<file path="src/srr_defines.vh">
// Constants for the status reporting register block.
// Assumes inclusion by bare name from design files only.
`ifndef SRR_DEFINES_VH
`define SRR_DEFINES_VH

`define SRR_W            15
`define SRR_ALL_ONES     15'h7FFF
`define SRR_ALL_ZERO     15'h0000
`define SRR_MASK_RST     15'h0000
`define SRR_RISE_RST     15'h7FFF
`define SRR_FALL_RST     15'h0000

// Register selects on the command port
`define SRR_SEL_W        4
`define SRR_SEL_RUN_LVL  4'h0
`define SRR_SEL_RUN_EVT  4'h1
`define SRR_SEL_RUN_MSK  4'h2
`define SRR_SEL_RUN_RISE 4'h3
`define SRR_SEL_RUN_FALL 4'h4
`define SRR_SEL_HLT_LVL  4'h5
`define SRR_SEL_HLT_EVT  4'h6
`define SRR_SEL_HLT_MSK  4'h7
`define SRR_SEL_HLT_RISE 4'h8
`define SRR_SEL_HLT_FALL 4'h9

// Level bit positions
`define SRR_RUN_SWEEP_BIT    3
`define SRR_RUN_SELFTEST_BIT 9
`define SRR_HLT_UNLEVEL_BIT  3
`define SRR_HLT_LOCKERR_BIT  5
`define SRR_HLT_STFAIL_BIT   9

// Error queue
`define SRR_Q_DEPTH      10
`define SRR_Q_AW         4
`define SRR_Q_LAST       4'h9
`define SRR_Q_CNT_W      4
`define SRR_Q_FULL_CNT   4'hA
`define SRR_CODE_W       16
`define SRR_DESC_W       8
`define SRR_ENTRY_W      24
`define SRR_OVF_CODE     16'hFEA2
`define SRR_OVF_DESC     8'h01
`define SRR_NONE_CODE    16'h0000
`define SRR_NONE_DESC    8'h00
`define SRR_SUM_ERRQ_BIT 2

`endif

</file>
<file path="src/srr_qmem.v">
// Small storage for the error queue entries.
// Assumes a single writer and a single reader per cycle.
`timescale 1ns/1ns
`default_nettype none
`include "srr_defines.vh"

module srr_qmem (
   // Clock
   input  wire                      i_clk_sys,
   // Write side
   input  wire                      i_we,
   input  wire [`SRR_Q_AW-1:0]      i_waddr,
   input  wire [`SRR_ENTRY_W-1:0]   i_wdata,
   // Read side
   input  wire [`SRR_Q_AW-1:0]      i_raddr,
   output reg  [`SRR_ENTRY_W-1:0]   o_rdata
);

   reg [`SRR_ENTRY_W-1:0] mem [0:`SRR_Q_DEPTH-1];

   always @(posedge i_clk_sys) begin
      if (i_we) begin
         mem[i_waddr] <= i_wdata;
      end
      o_rdata <= mem[i_raddr];
   end

endmodule
`default_nettype wire

</file>
<file path="src/srr_group.v">
// One status group: level, transition filters, latched events, mask.
// Assumes level bits are synchronous to the system clock.
`timescale 1ns/1ns
`default_nettype none
`include "srr_defines.vh"

module srr_group (
   // Clock and reset
   input  wire                i_clk_sys,
   input  wire                i_srst,
   // Condition inputs
   input  wire [`SRR_W-1:0]   i_level,
   // Register writes
   input  wire                i_preset,
   input  wire                i_wr_mask,
   input  wire                i_wr_rise,
   input  wire                i_wr_fall,
   input  wire [`SRR_W-1:0]   i_wdata,
   // Read of latched events, clears it
   input  wire                i_rd_event,
   // Register contents
   output wire [`SRR_W-1:0]   o_level,
   output reg  [`SRR_W-1:0]   o_event,
   output reg  [`SRR_W-1:0]   o_mask,
   output reg  [`SRR_W-1:0]   o_rise,
   output reg  [`SRR_W-1:0]   o_fall,
   output wire                o_summary
);

   reg  [`SRR_W-1:0] level_r;
   wire [`SRR_W-1:0] hits;

   assign o_level = level_r;
   assign hits = ((i_level & ~level_r) & o_rise)
               | ((~i_level & level_r) & o_fall);
   assign o_summary = |(o_event & o_mask);

   always @(posedge i_clk_sys) begin
      if (i_srst) begin
         level_r <= `SRR_ALL_ZERO;
         o_event <= `SRR_ALL_ZERO;
         o_mask  <= `SRR_MASK_RST;
         o_rise  <= `SRR_RISE_RST;
         o_fall  <= `SRR_FALL_RST;
      end else begin
         level_r <= i_level;
         // New edges win over the clear of the read
         o_event <= (i_rd_event ? `SRR_ALL_ZERO : o_event) | hits;
         if (i_preset) begin
            o_mask <= `SRR_ALL_ZERO;
            o_rise <= `SRR_ALL_ONES;
            o_fall <= `SRR_ALL_ZERO;
         end else begin
            if (i_wr_mask) begin
               o_mask <= i_wdata;
            end
            if (i_wr_rise) begin
               o_rise <= i_wdata;
            end
            if (i_wr_fall) begin
               o_fall <= i_wdata;
            end
         end
      end
   end

endmodule
`default_nettype wire

</file>
<file path="src/srr_top.v">
// Overview of operation
// - Reading a latched event register returns it, then clears it.
// - Reading a live level register returns it and leaves it unchanged.
// - Enable masks hold 0..32767, reset to 0, writable and readable.
// - False-to-true level edge with rise filter bit sets event bit.
// - True-to-false level edge with fall filter bit sets event bit.
// - Run-state bit 3 is true while a sweep is in progress.
// - Run-state bit 9 is true while self-test runs.
// - Health bit 9 becomes true when self-test has failed.
// - Health bit 3 is true while output is unleveled.
// - Health bit weight 32 reports lock error or unlocked output.
// - Preset clears masks, sets rise filters to ones, clears fall filters.
// - Errors append to a FIFO queue of at most ten code/description entries.
// - Queue read returns the oldest entry and removes it.
// - Summary bit 2 is one whenever the queue is not empty.
// - Reading an empty queue returns error code zero.
// - Error into full queue without a same-cycle queue read overwrites newest entry with -350, no growth.
//
// Top of the status reporting block: two groups and the error queue.
// Assumes a command decoder issuing one-cycle read and write strobes.
`timescale 1ns/1ns
`default_nettype none
`include "srr_defines.vh"

module srr_top (
   // Clock and reset
   input  wire                      i_clk_sys,
   input  wire                      i_srst,
   // Instrument conditions
   input  wire                      i_sweeping,
   input  wire                      i_selftest_busy,
   input  wire                      i_selftest_failed,
   input  wire                      i_unleveled,
   input  wire                      i_lock_error,
   input  wire [`SRR_W-1:0]         i_run_other,
   input  wire [`SRR_W-1:0]         i_health_other,
   // Register commands
   input  wire                      i_reg_rd,
   input  wire                      i_reg_wr,
   input  wire [`SRR_SEL_W-1:0]     i_reg_sel,
   input  wire [`SRR_W-1:0]         i_reg_wdata,
   input  wire                      i_preset,
   output reg  [`SRR_W-1:0]         o_reg_rdata,
   output reg                       o_reg_rvalid,
   // Error queue
   input  wire                      i_err_push,
   input  wire [`SRR_CODE_W-1:0]    i_err_code,
   input  wire [`SRR_DESC_W-1:0]    i_err_desc,
   input  wire                      i_err_pop,
   output reg  [`SRR_CODE_W-1:0]    o_err_code,
   output reg  [`SRR_DESC_W-1:0]    o_err_desc,
   output reg                       o_err_valid,
   output wire [`SRR_Q_CNT_W-1:0]   o_err_count,
   // Summaries
   output wire [7:0]                o_summary_byte,
   output wire                      o_run_summary,
   output wire                      o_health_summary
);

   // Wrap an index around the ten slots
   function [`SRR_Q_AW-1:0] srr_inc;
      input [`SRR_Q_AW-1:0] idx;
      begin
         if (idx == `SRR_Q_LAST) begin
            srr_inc = {`SRR_Q_AW{1'b0}};
         end else begin
            srr_inc = idx + 4'h1;
         end
      end
   endfunction

   // Select decode shared by read and write paths
   function sel_is;
      input [`SRR_SEL_W-1:0] sel;
      input [`SRR_SEL_W-1:0] want;
      begin
         sel_is = (sel == want);
      end
   endfunction

   reg  [`SRR_W-1:0] run_lvl_in;
   reg  [`SRR_W-1:0] hlt_lvl_in;

   // Dedicated bits override the generic condition inputs
   always @* begin
      run_lvl_in = i_run_other;
      run_lvl_in[`SRR_RUN_SWEEP_BIT]    = i_sweeping;
      run_lvl_in[`SRR_RUN_SELFTEST_BIT] = i_selftest_busy;
      hlt_lvl_in = i_health_other;
      hlt_lvl_in[`SRR_HLT_STFAIL_BIT]   = i_selftest_failed;
      hlt_lvl_in[`SRR_HLT_UNLEVEL_BIT]  = i_unleveled;
      hlt_lvl_in[`SRR_HLT_LOCKERR_BIT]  = i_lock_error;
   end

   wire [`SRR_W-1:0] run_lvl;
   wire [`SRR_W-1:0] run_evt;
   wire [`SRR_W-1:0] run_msk;
   wire [`SRR_W-1:0] run_rise;
   wire [`SRR_W-1:0] run_fall;
   wire [`SRR_W-1:0] hlt_lvl;
   wire [`SRR_W-1:0] hlt_evt;
   wire [`SRR_W-1:0] hlt_msk;
   wire [`SRR_W-1:0] hlt_rise;
   wire [`SRR_W-1:0] hlt_fall;

   // A read that meets a write is dropped; the write still lands
   wire wr = i_reg_wr;
   wire rd = i_reg_rd & ~i_reg_wr;

   // Per-register write strobes
   wire run_wr_mask;
   wire run_wr_rise;
   wire run_wr_fall;
   wire hlt_wr_mask;
   wire hlt_wr_rise;
   wire hlt_wr_fall;

   // Event reads clear what they return
   wire run_rd_evt;
   wire hlt_rd_evt;

   assign run_wr_mask = wr & sel_is(i_reg_sel, `SRR_SEL_RUN_MSK);
   assign run_wr_rise = wr & sel_is(i_reg_sel, `SRR_SEL_RUN_RISE);
   assign run_wr_fall = wr & sel_is(i_reg_sel, `SRR_SEL_RUN_FALL);
   assign hlt_wr_mask = wr & sel_is(i_reg_sel, `SRR_SEL_HLT_MSK);
   assign hlt_wr_rise = wr & sel_is(i_reg_sel, `SRR_SEL_HLT_RISE);
   assign hlt_wr_fall = wr & sel_is(i_reg_sel, `SRR_SEL_HLT_FALL);
   assign run_rd_evt  = rd & sel_is(i_reg_sel, `SRR_SEL_RUN_EVT);
   assign hlt_rd_evt  = rd & sel_is(i_reg_sel, `SRR_SEL_HLT_EVT);

   srr_group u_run (
      .i_clk_sys  (i_clk_sys),
      .i_srst     (i_srst),
      .i_level    (run_lvl_in),
      .i_preset   (i_preset),
      .i_wr_mask  (run_wr_mask),
      .i_wr_rise  (run_wr_rise),
      .i_wr_fall  (run_wr_fall),
      .i_wdata    (i_reg_wdata),
      .i_rd_event (run_rd_evt),
      .o_level    (run_lvl),
      .o_event    (run_evt),
      .o_mask     (run_msk),
      .o_rise     (run_rise),
      .o_fall     (run_fall),
      .o_summary  (o_run_summary)
   );

   srr_group u_health (
      .i_clk_sys  (i_clk_sys),
      .i_srst     (i_srst),
      .i_level    (hlt_lvl_in),
      .i_preset   (i_preset),
      .i_wr_mask  (hlt_wr_mask),
      .i_wr_rise  (hlt_wr_rise),
      .i_wr_fall  (hlt_wr_fall),
      .i_wdata    (i_reg_wdata),
      .i_rd_event (hlt_rd_evt),
      .o_level    (hlt_lvl),
      .o_event    (hlt_evt),
      .o_mask     (hlt_msk),
      .o_rise     (hlt_rise),
      .o_fall     (hlt_fall),
      .o_summary  (o_health_summary)
   );

   // Register read mux; level reads have no side effect
   reg [`SRR_W-1:0] rd_mux;
   always @* begin
      case (i_reg_sel)
         `SRR_SEL_RUN_LVL:  rd_mux = run_lvl;
         `SRR_SEL_RUN_EVT:  rd_mux = run_evt;
         `SRR_SEL_RUN_MSK:  rd_mux = run_msk;
         `SRR_SEL_RUN_RISE: rd_mux = run_rise;
         `SRR_SEL_RUN_FALL: rd_mux = run_fall;
         `SRR_SEL_HLT_LVL:  rd_mux = hlt_lvl;
         `SRR_SEL_HLT_EVT:  rd_mux = hlt_evt;
         `SRR_SEL_HLT_MSK:  rd_mux = hlt_msk;
         `SRR_SEL_HLT_RISE: rd_mux = hlt_rise;
         `SRR_SEL_HLT_FALL: rd_mux = hlt_fall;
         default:           rd_mux = `SRR_ALL_ZERO;
      endcase
   end

   // Read data holds until the next read
   reg [`SRR_W-1:0] rdata_nxt;
   always @* begin
      rdata_nxt = o_reg_rdata;
      if (rd) begin
         rdata_nxt = rd_mux;
      end
   end

   always @(posedge i_clk_sys) begin
      if (i_srst) begin
         o_reg_rdata  <= `SRR_ALL_ZERO;
         o_reg_rvalid <= 1'b0;
      end else begin
         o_reg_rdata  <= rdata_nxt;
         o_reg_rvalid <= rd;
      end
   end

   // Error queue: circular buffer of ten entries
   reg  [`SRR_Q_AW-1:0]    head_r;
   reg  [`SRR_Q_AW-1:0]    tail_r;
   reg  [`SRR_Q_CNT_W-1:0] cnt_r;
   reg                     pop_d_r;
   reg                     pop_empty_r;
   wire [`SRR_ENTRY_W-1:0] q_rdata;

   wire q_empty = (cnt_r == {`SRR_Q_CNT_W{1'b0}});
   wire q_full  = (cnt_r == `SRR_Q_FULL_CNT);
   wire pop_ok  = i_err_pop & ~q_empty;
   // Pop on a full queue frees a slot, so the push goes in normally
   wire push_ovf = i_err_push & q_full & ~pop_ok;
   wire push_ok  = i_err_push & ~push_ovf;

   // Step an index back around the ten slots
   function [`SRR_Q_AW-1:0] srr_dec;
      input [`SRR_Q_AW-1:0] idx;
      begin
         if (idx == {`SRR_Q_AW{1'b0}}) begin
            srr_dec = `SRR_Q_LAST;
         end else begin
            srr_dec = idx - 4'h1;
         end
      end
   endfunction

   // Newest entry sits one slot behind the tail
   wire [`SRR_Q_AW-1:0] newest = srr_dec(tail_r);

   reg                     q_we;
   reg  [`SRR_Q_AW-1:0]    q_waddr;
   reg  [`SRR_ENTRY_W-1:0] q_wdata;

   // Overflow reuses the newest slot, so the oldest entries survive
   always @* begin
      q_we    = 1'b0;
      q_waddr = tail_r;
      q_wdata = {i_err_code, i_err_desc};
      if (push_ovf) begin
         q_we    = 1'b1;
         q_waddr = newest;
         q_wdata = {`SRR_OVF_CODE, `SRR_OVF_DESC};
      end else if (push_ok) begin
         q_we    = 1'b1;
      end
   end

   srr_qmem u_qmem (
      .i_clk_sys (i_clk_sys),
      .i_we      (q_we),
      .i_waddr   (q_waddr),
      .i_wdata   (q_wdata),
      .i_raddr   (head_r),
      .o_rdata   (q_rdata)
   );

   reg  [`SRR_Q_AW-1:0]    head_nxt;
   reg  [`SRR_Q_AW-1:0]    tail_nxt;
   reg  [`SRR_Q_CNT_W-1:0] cnt_nxt;

   // Push and pop together leave the count alone
   always @* begin
      head_nxt = head_r;
      tail_nxt = tail_r;
      cnt_nxt  = cnt_r;
      if (push_ok) begin
         tail_nxt = srr_inc(tail_r);
      end
      if (pop_ok) begin
         head_nxt = srr_inc(head_r);
      end
      if (push_ok & ~pop_ok) begin
         cnt_nxt = cnt_r + 4'h1;
      end else if (pop_ok & ~push_ok) begin
         cnt_nxt = cnt_r - 4'h1;
      end
   end

   always @(posedge i_clk_sys) begin
      if (i_srst) begin
         head_r      <= {`SRR_Q_AW{1'b0}};
         tail_r      <= {`SRR_Q_AW{1'b0}};
         cnt_r       <= {`SRR_Q_CNT_W{1'b0}};
         pop_d_r     <= 1'b0;
         pop_empty_r <= 1'b0;
      end else begin
         head_r      <= head_nxt;
         tail_r      <= tail_nxt;
         cnt_r       <= cnt_nxt;
         pop_d_r     <= i_err_pop;
         pop_empty_r <= i_err_pop & q_empty;
      end
   end

   // Answer two cycles after the pop, from the memory's registered read
   reg  [`SRR_CODE_W-1:0]  code_nxt;
   reg  [`SRR_DESC_W-1:0]  desc_nxt;

   // An empty read answers with the no-error entry
   always @* begin
      code_nxt = o_err_code;
      desc_nxt = o_err_desc;
      if (pop_d_r) begin
         if (pop_empty_r) begin
            code_nxt = `SRR_NONE_CODE;
            desc_nxt = `SRR_NONE_DESC;
         end else begin
            code_nxt = q_rdata[`SRR_ENTRY_W-1:`SRR_DESC_W];
            desc_nxt = q_rdata[`SRR_DESC_W-1:0];
         end
      end
   end

   always @(posedge i_clk_sys) begin
      if (i_srst) begin
         o_err_code  <= `SRR_NONE_CODE;
         o_err_desc  <= `SRR_NONE_DESC;
         o_err_valid <= 1'b0;
      end else begin
         o_err_code  <= code_nxt;
         o_err_desc  <= desc_nxt;
         o_err_valid <= pop_d_r;
      end
   end

   // Only the queue flag lives here; the other summary bits read zero
   reg  [7:0] sum_byte;
   always @* begin
      sum_byte = 8'h00;
      sum_byte[`SRR_SUM_ERRQ_BIT] = ~q_empty;
   end

   assign o_err_count    = cnt_r;
   assign o_summary_byte = sum_byte;

endmodule
`default_nettype wire

</file>
<file path="config.mk">
export PLATFORM = sky130hd
export DESIGN_NAME = srr_top
export DESIGN_NICKNAME = d
export VERILOG_FILES = /design/src/srr_qmem.v /design/src/srr_group.v /design/src/srr_top.v
export VERILOG_INCLUDE_DIRS = /design/src
export SDC_FILE = /design/constraint.sdc
export NUM_CORES = 1
export LEC_CHECK = 0
export BUFFER_PORTS_ARGS = -buffer_cell sky130_fd_sc_hd__buf_2
export CORE_ASPECT_RATIO = 0.8
export CORE_MARGIN = 2
export CORE_UTILIZATION = 50
export CTS_BUF_LIST = sky130_fd_sc_hd__clkbuf_8
export DETAILED_ROUTE_END_ITERATION = 12
export GPL_ROUTABILITY_DRIVEN = 0
export PLACE_DENSITY = 0.68
export SLEW_MARGIN = 40
export SYNTH_ARGS = -nofsm -noshare
export SYNTH_HDL_FRONTEND = slang
export SYNTH_SLANG_ARGS = --single-unit
</file>
<file path="constraint.sdc">
create_clock -name i_clk_sys -period 4.86 [get_ports i_clk_sys]
set_clock_uncertainty 0.15 [all_clocks]
set_input_delay 0.243 -clock i_clk_sys [delete_from_list [all_inputs] [get_ports i_clk_sys]]
set_output_delay 0.243 -clock i_clk_sys [all_outputs]
set_load 0.05 [all_outputs]
</file>
==> key figures <==
Clocking
  – H-Tree Depth: 3
  – # hold bufs at CTS: 84
  – Root Buffer: clkbuf_8
  – Post-CTS Setup Inserts: 0
  – CTS tree: done
  – # resized after CTS: 0
  – Latest clock arrival within the worst-skew pair: 0.62 ns
  – Clock sink count: 469
  – CTS max path bufs: 3
  – CTS clock-pin slew for the worst setup and hold paths: 0.06 ns
  – CTS buffer count: 75

Power and ir drop
  – Pwr Density: 417 nW/um^2
  – Leak: 8.52 nW
  – Total power: 0.00940 W
  – Worst VDD drop: 514 uV

Global route
  – Vias in the first global route: 13,100
  – First-pass GRT wire length: 76,700 um
  – Remaining global-route overflow: 0
  – Initial antenna violation count: 0
  – Pin count of the biggest net entering global routing: 67
  – Tot GR Track Use: 0.250

Floorplan
  – Total die area: 40,200 um^2
  – Total core area: 38,200 um^2
  – Die X: 224 um
  – Die height: 180 um
  – Row cnt: 64
  – I/O Pins: 140
  – Starting Density: 0.506

Worst setup path
  – Critical path class: reg -> reg
  – Critical path endpoint category: flop
  – CP Launch Type: flop
  – Critical Path AT: 3.06 ns
  – CP Max Fanout: 28
  – Worst Path Required: 4.97 ns

Yosys
  – Yosys warns: 0
  – Synth top area share: 0.373
  – Mapped cell area: 19,300 um^2
  – Synth area leaders: edfxtp_1 (37%), dfxtp_1 (24%), mux4_2 (6.3%), mux2i_1 (5.1%), nor2b_1 (3.0%)
  – Netlist cell types: 72
  – Number of synthesized flops with an enable pin: 240
  – Ys async rst share: 0
  – Post-Syn Area per Cell: 12.4 um^2
  – Post-synth top area cell: edfxtp_1
  – Gate Count Post-Synth: 1,552
  – Seq/Total Area, Yosys: 0.610
  – Yosys reg bits: 469
  – Commonest register cell after synthesis: edfxtp_1

STA
  – Ratio of final minimum period to clock period: 0.607
  – Setup violations, final: 0
  – Slew Viols, Final: 0
  – Final Hold Vio Count: 0
  – Minimum clock period: 2.95 ns
  – Final WS setup: 1.91 ns
  – Measured slew at the worst slew-check pin: 0.906 ns
  – Slew HR: 0.396
  – RSZ-0062 raised after global routing: no
  – Setup Total Neg Slack: 0 ns
  – Fmax: 339 MHz

Drt
  – Initial DRC Count: 1,401
  – Post-DR wirelength/cell: 21.6 um
  – Final ANT Viol Nets: 0
  – DRC: 0
  – DR pass1 iterations: 7
  – Vias/cell: 5.80
  – Final wirelength: 50,100 um
  – Via count: 13,400

Cells and area
  – Finished Cell Area: 22,500 um^2
  – Area growth, synth to finish: 16.6%
  – Antenna Cells: 0
  – Share of layout cells above drive strength 1: 0.195
  – Final nets: 1,852

Placed design
  – Dpl ws: 1.91 ns
  – Estimated wirelength of the detail-placed design: 29,400 um
  – I/O Buffers: 127
  – Area after DPL: 20,300 um^2

Worst hold path
  – Min-delay worst type: in -> reg

Flow run
  – Total of max-cap violations: 0

Run status
  – Status: complete, no violations
## state kept, by name (all words and copies together) (netlist names), 8 cells and up
register	count
o_err_code	16
o_err_desc	8
o_reg_rdata	15
u_health.o_event	15
u_health.o_fall	15
u_health.o_level	15
u_health.o_mask	15
u_health.o_rise	15
u_qmem.mem	240
u_qmem.o_rdata	24
u_run.o_event	15
u_run.o_fall	15
u_run.o_level	15
u_run.o_mask	15
u_run.o_rise	15
## stage by stage
stage / util / cells / hold WS [ns]
after global placement: 0.530 / 2095 / 0.286
after floorplan: - / 1558 / 0.217
after CTS: 0.590 / 2318 / 0.00375
final: 0.590 / 2318 / 0.0413
after detailed placement: 0.531 / 2097 / 0.297
after global routing: 0.590 / 2318 / 0.0246
## worst max-delay path: stages (launching register included)
cell and delay [ns]:
dfxtp_1 0.44, nand4b_1 0.30, or2_1 0.30, buf_4 0.26, xnor2_2 0.25, nor3_2 0.41, buf_4 0.47
## cell families after synthesis
logic type / synth area share
compound gates: 0.0877
xor+xnor: 0.00356
fa+ha+maj: 0.00298
buf+inv: 0.0354
flops: 0.610
mux: 0.117
other cells: 0.000194
simple gates: 0.143
## cell usage in the layout (no fill, tap or decap), types with 47 or more instances in the layout
cell	instances
edfxtp_1	240
dfxtp_1	225
nand2_1	145
buf_2	126
nor2_1	119
a21oi_1	114
mux2i_1	99
nor2b_1	92
clkbuf_8	86
dlygate4sd3_1	84
mux4_2	54
nand3b_1	47
## path summary, 6_finish.rpt
kind,start,end,slack (ns),cells after the start
max reg2reg,o_err_count[1]$_SDFFE_PP0P_,u_qmem.mem[6][3]$_DFFE_PP_,1.91,6
min,i_err_code[1],u_qmem.mem[6][9]$_DFFE_PP_,0.04,2
min reg2reg,u_qmem.o_rdata[6]$_DFF_P_,o_err_desc[6]$_SDFFE_PP0P_,0.31,2
max,o_err_count[1]$_SDFFE_PP0P_,u_qmem.mem[6][3]$_DFFE_PP_,1.91,6
## area by class of cell
cell class / count / area (um^2)
clock buffers: 86 / 1180
clock inverters: 51 / 224
fillers: 3140 / 15700
inverters: 6 / 22.5
multi-input cells: 969 / 6940
flip-flops and latches: 469 / 11800
well taps: 495 / 619
repair buffers: 242 / 1740
## power by group
group	leakage [nW]	switching (W)	internal, W
clock network	0.838	0.00155	0.00162
registers	4.06	0.000225	0.00441
logic	3.62	0.000859	0.000737
total	8.52	0.00263	0.00677
## layer usage
layer / global-route usage / vias to the layer above / wire (um)
li1: - / 6114 / -
met4: 0.0701 / 0 / 1050
met5: 0 / - / 0
met2: 0.367 / 586 / 21900
met1: 0.372 / 6649 / 22800
met3: 0.0593 / 89 / 4450
## synthesized netlist by cell type, types with 3 or more instances
master and n:
buf_1 3, edfxtp_1 240, buf_6 14, nor2b_1 94
nor2_1 122, and3_1 4, a2111oi_0 5, or2_1 8
buf_2 27, nand2b_1 16, buf_4 18, or4bb_1 5
o22ai_1 9, o31a_1 3, nor3_1 7, nand4_1 7
mux2i_1 99, a32oi_1 9, a211oi_1 22, ha_1 3
a22oi_1 13, nand4b_1 6, and2_1 15, o21ai_1 5
a21oi_1 116, nand3b_1 47, mux2_1 4, nand2_1 145
nand3_1 39, clkbuf_1 50, a22o_1 7, inv_1 6
xor2_1 4, a221oi_1 9, mux4_2 54, o22ai_2 5
dfxtp_1 229, o21ai_0 35, a221oi_2 5
Power figures use the tool's default switching activity.
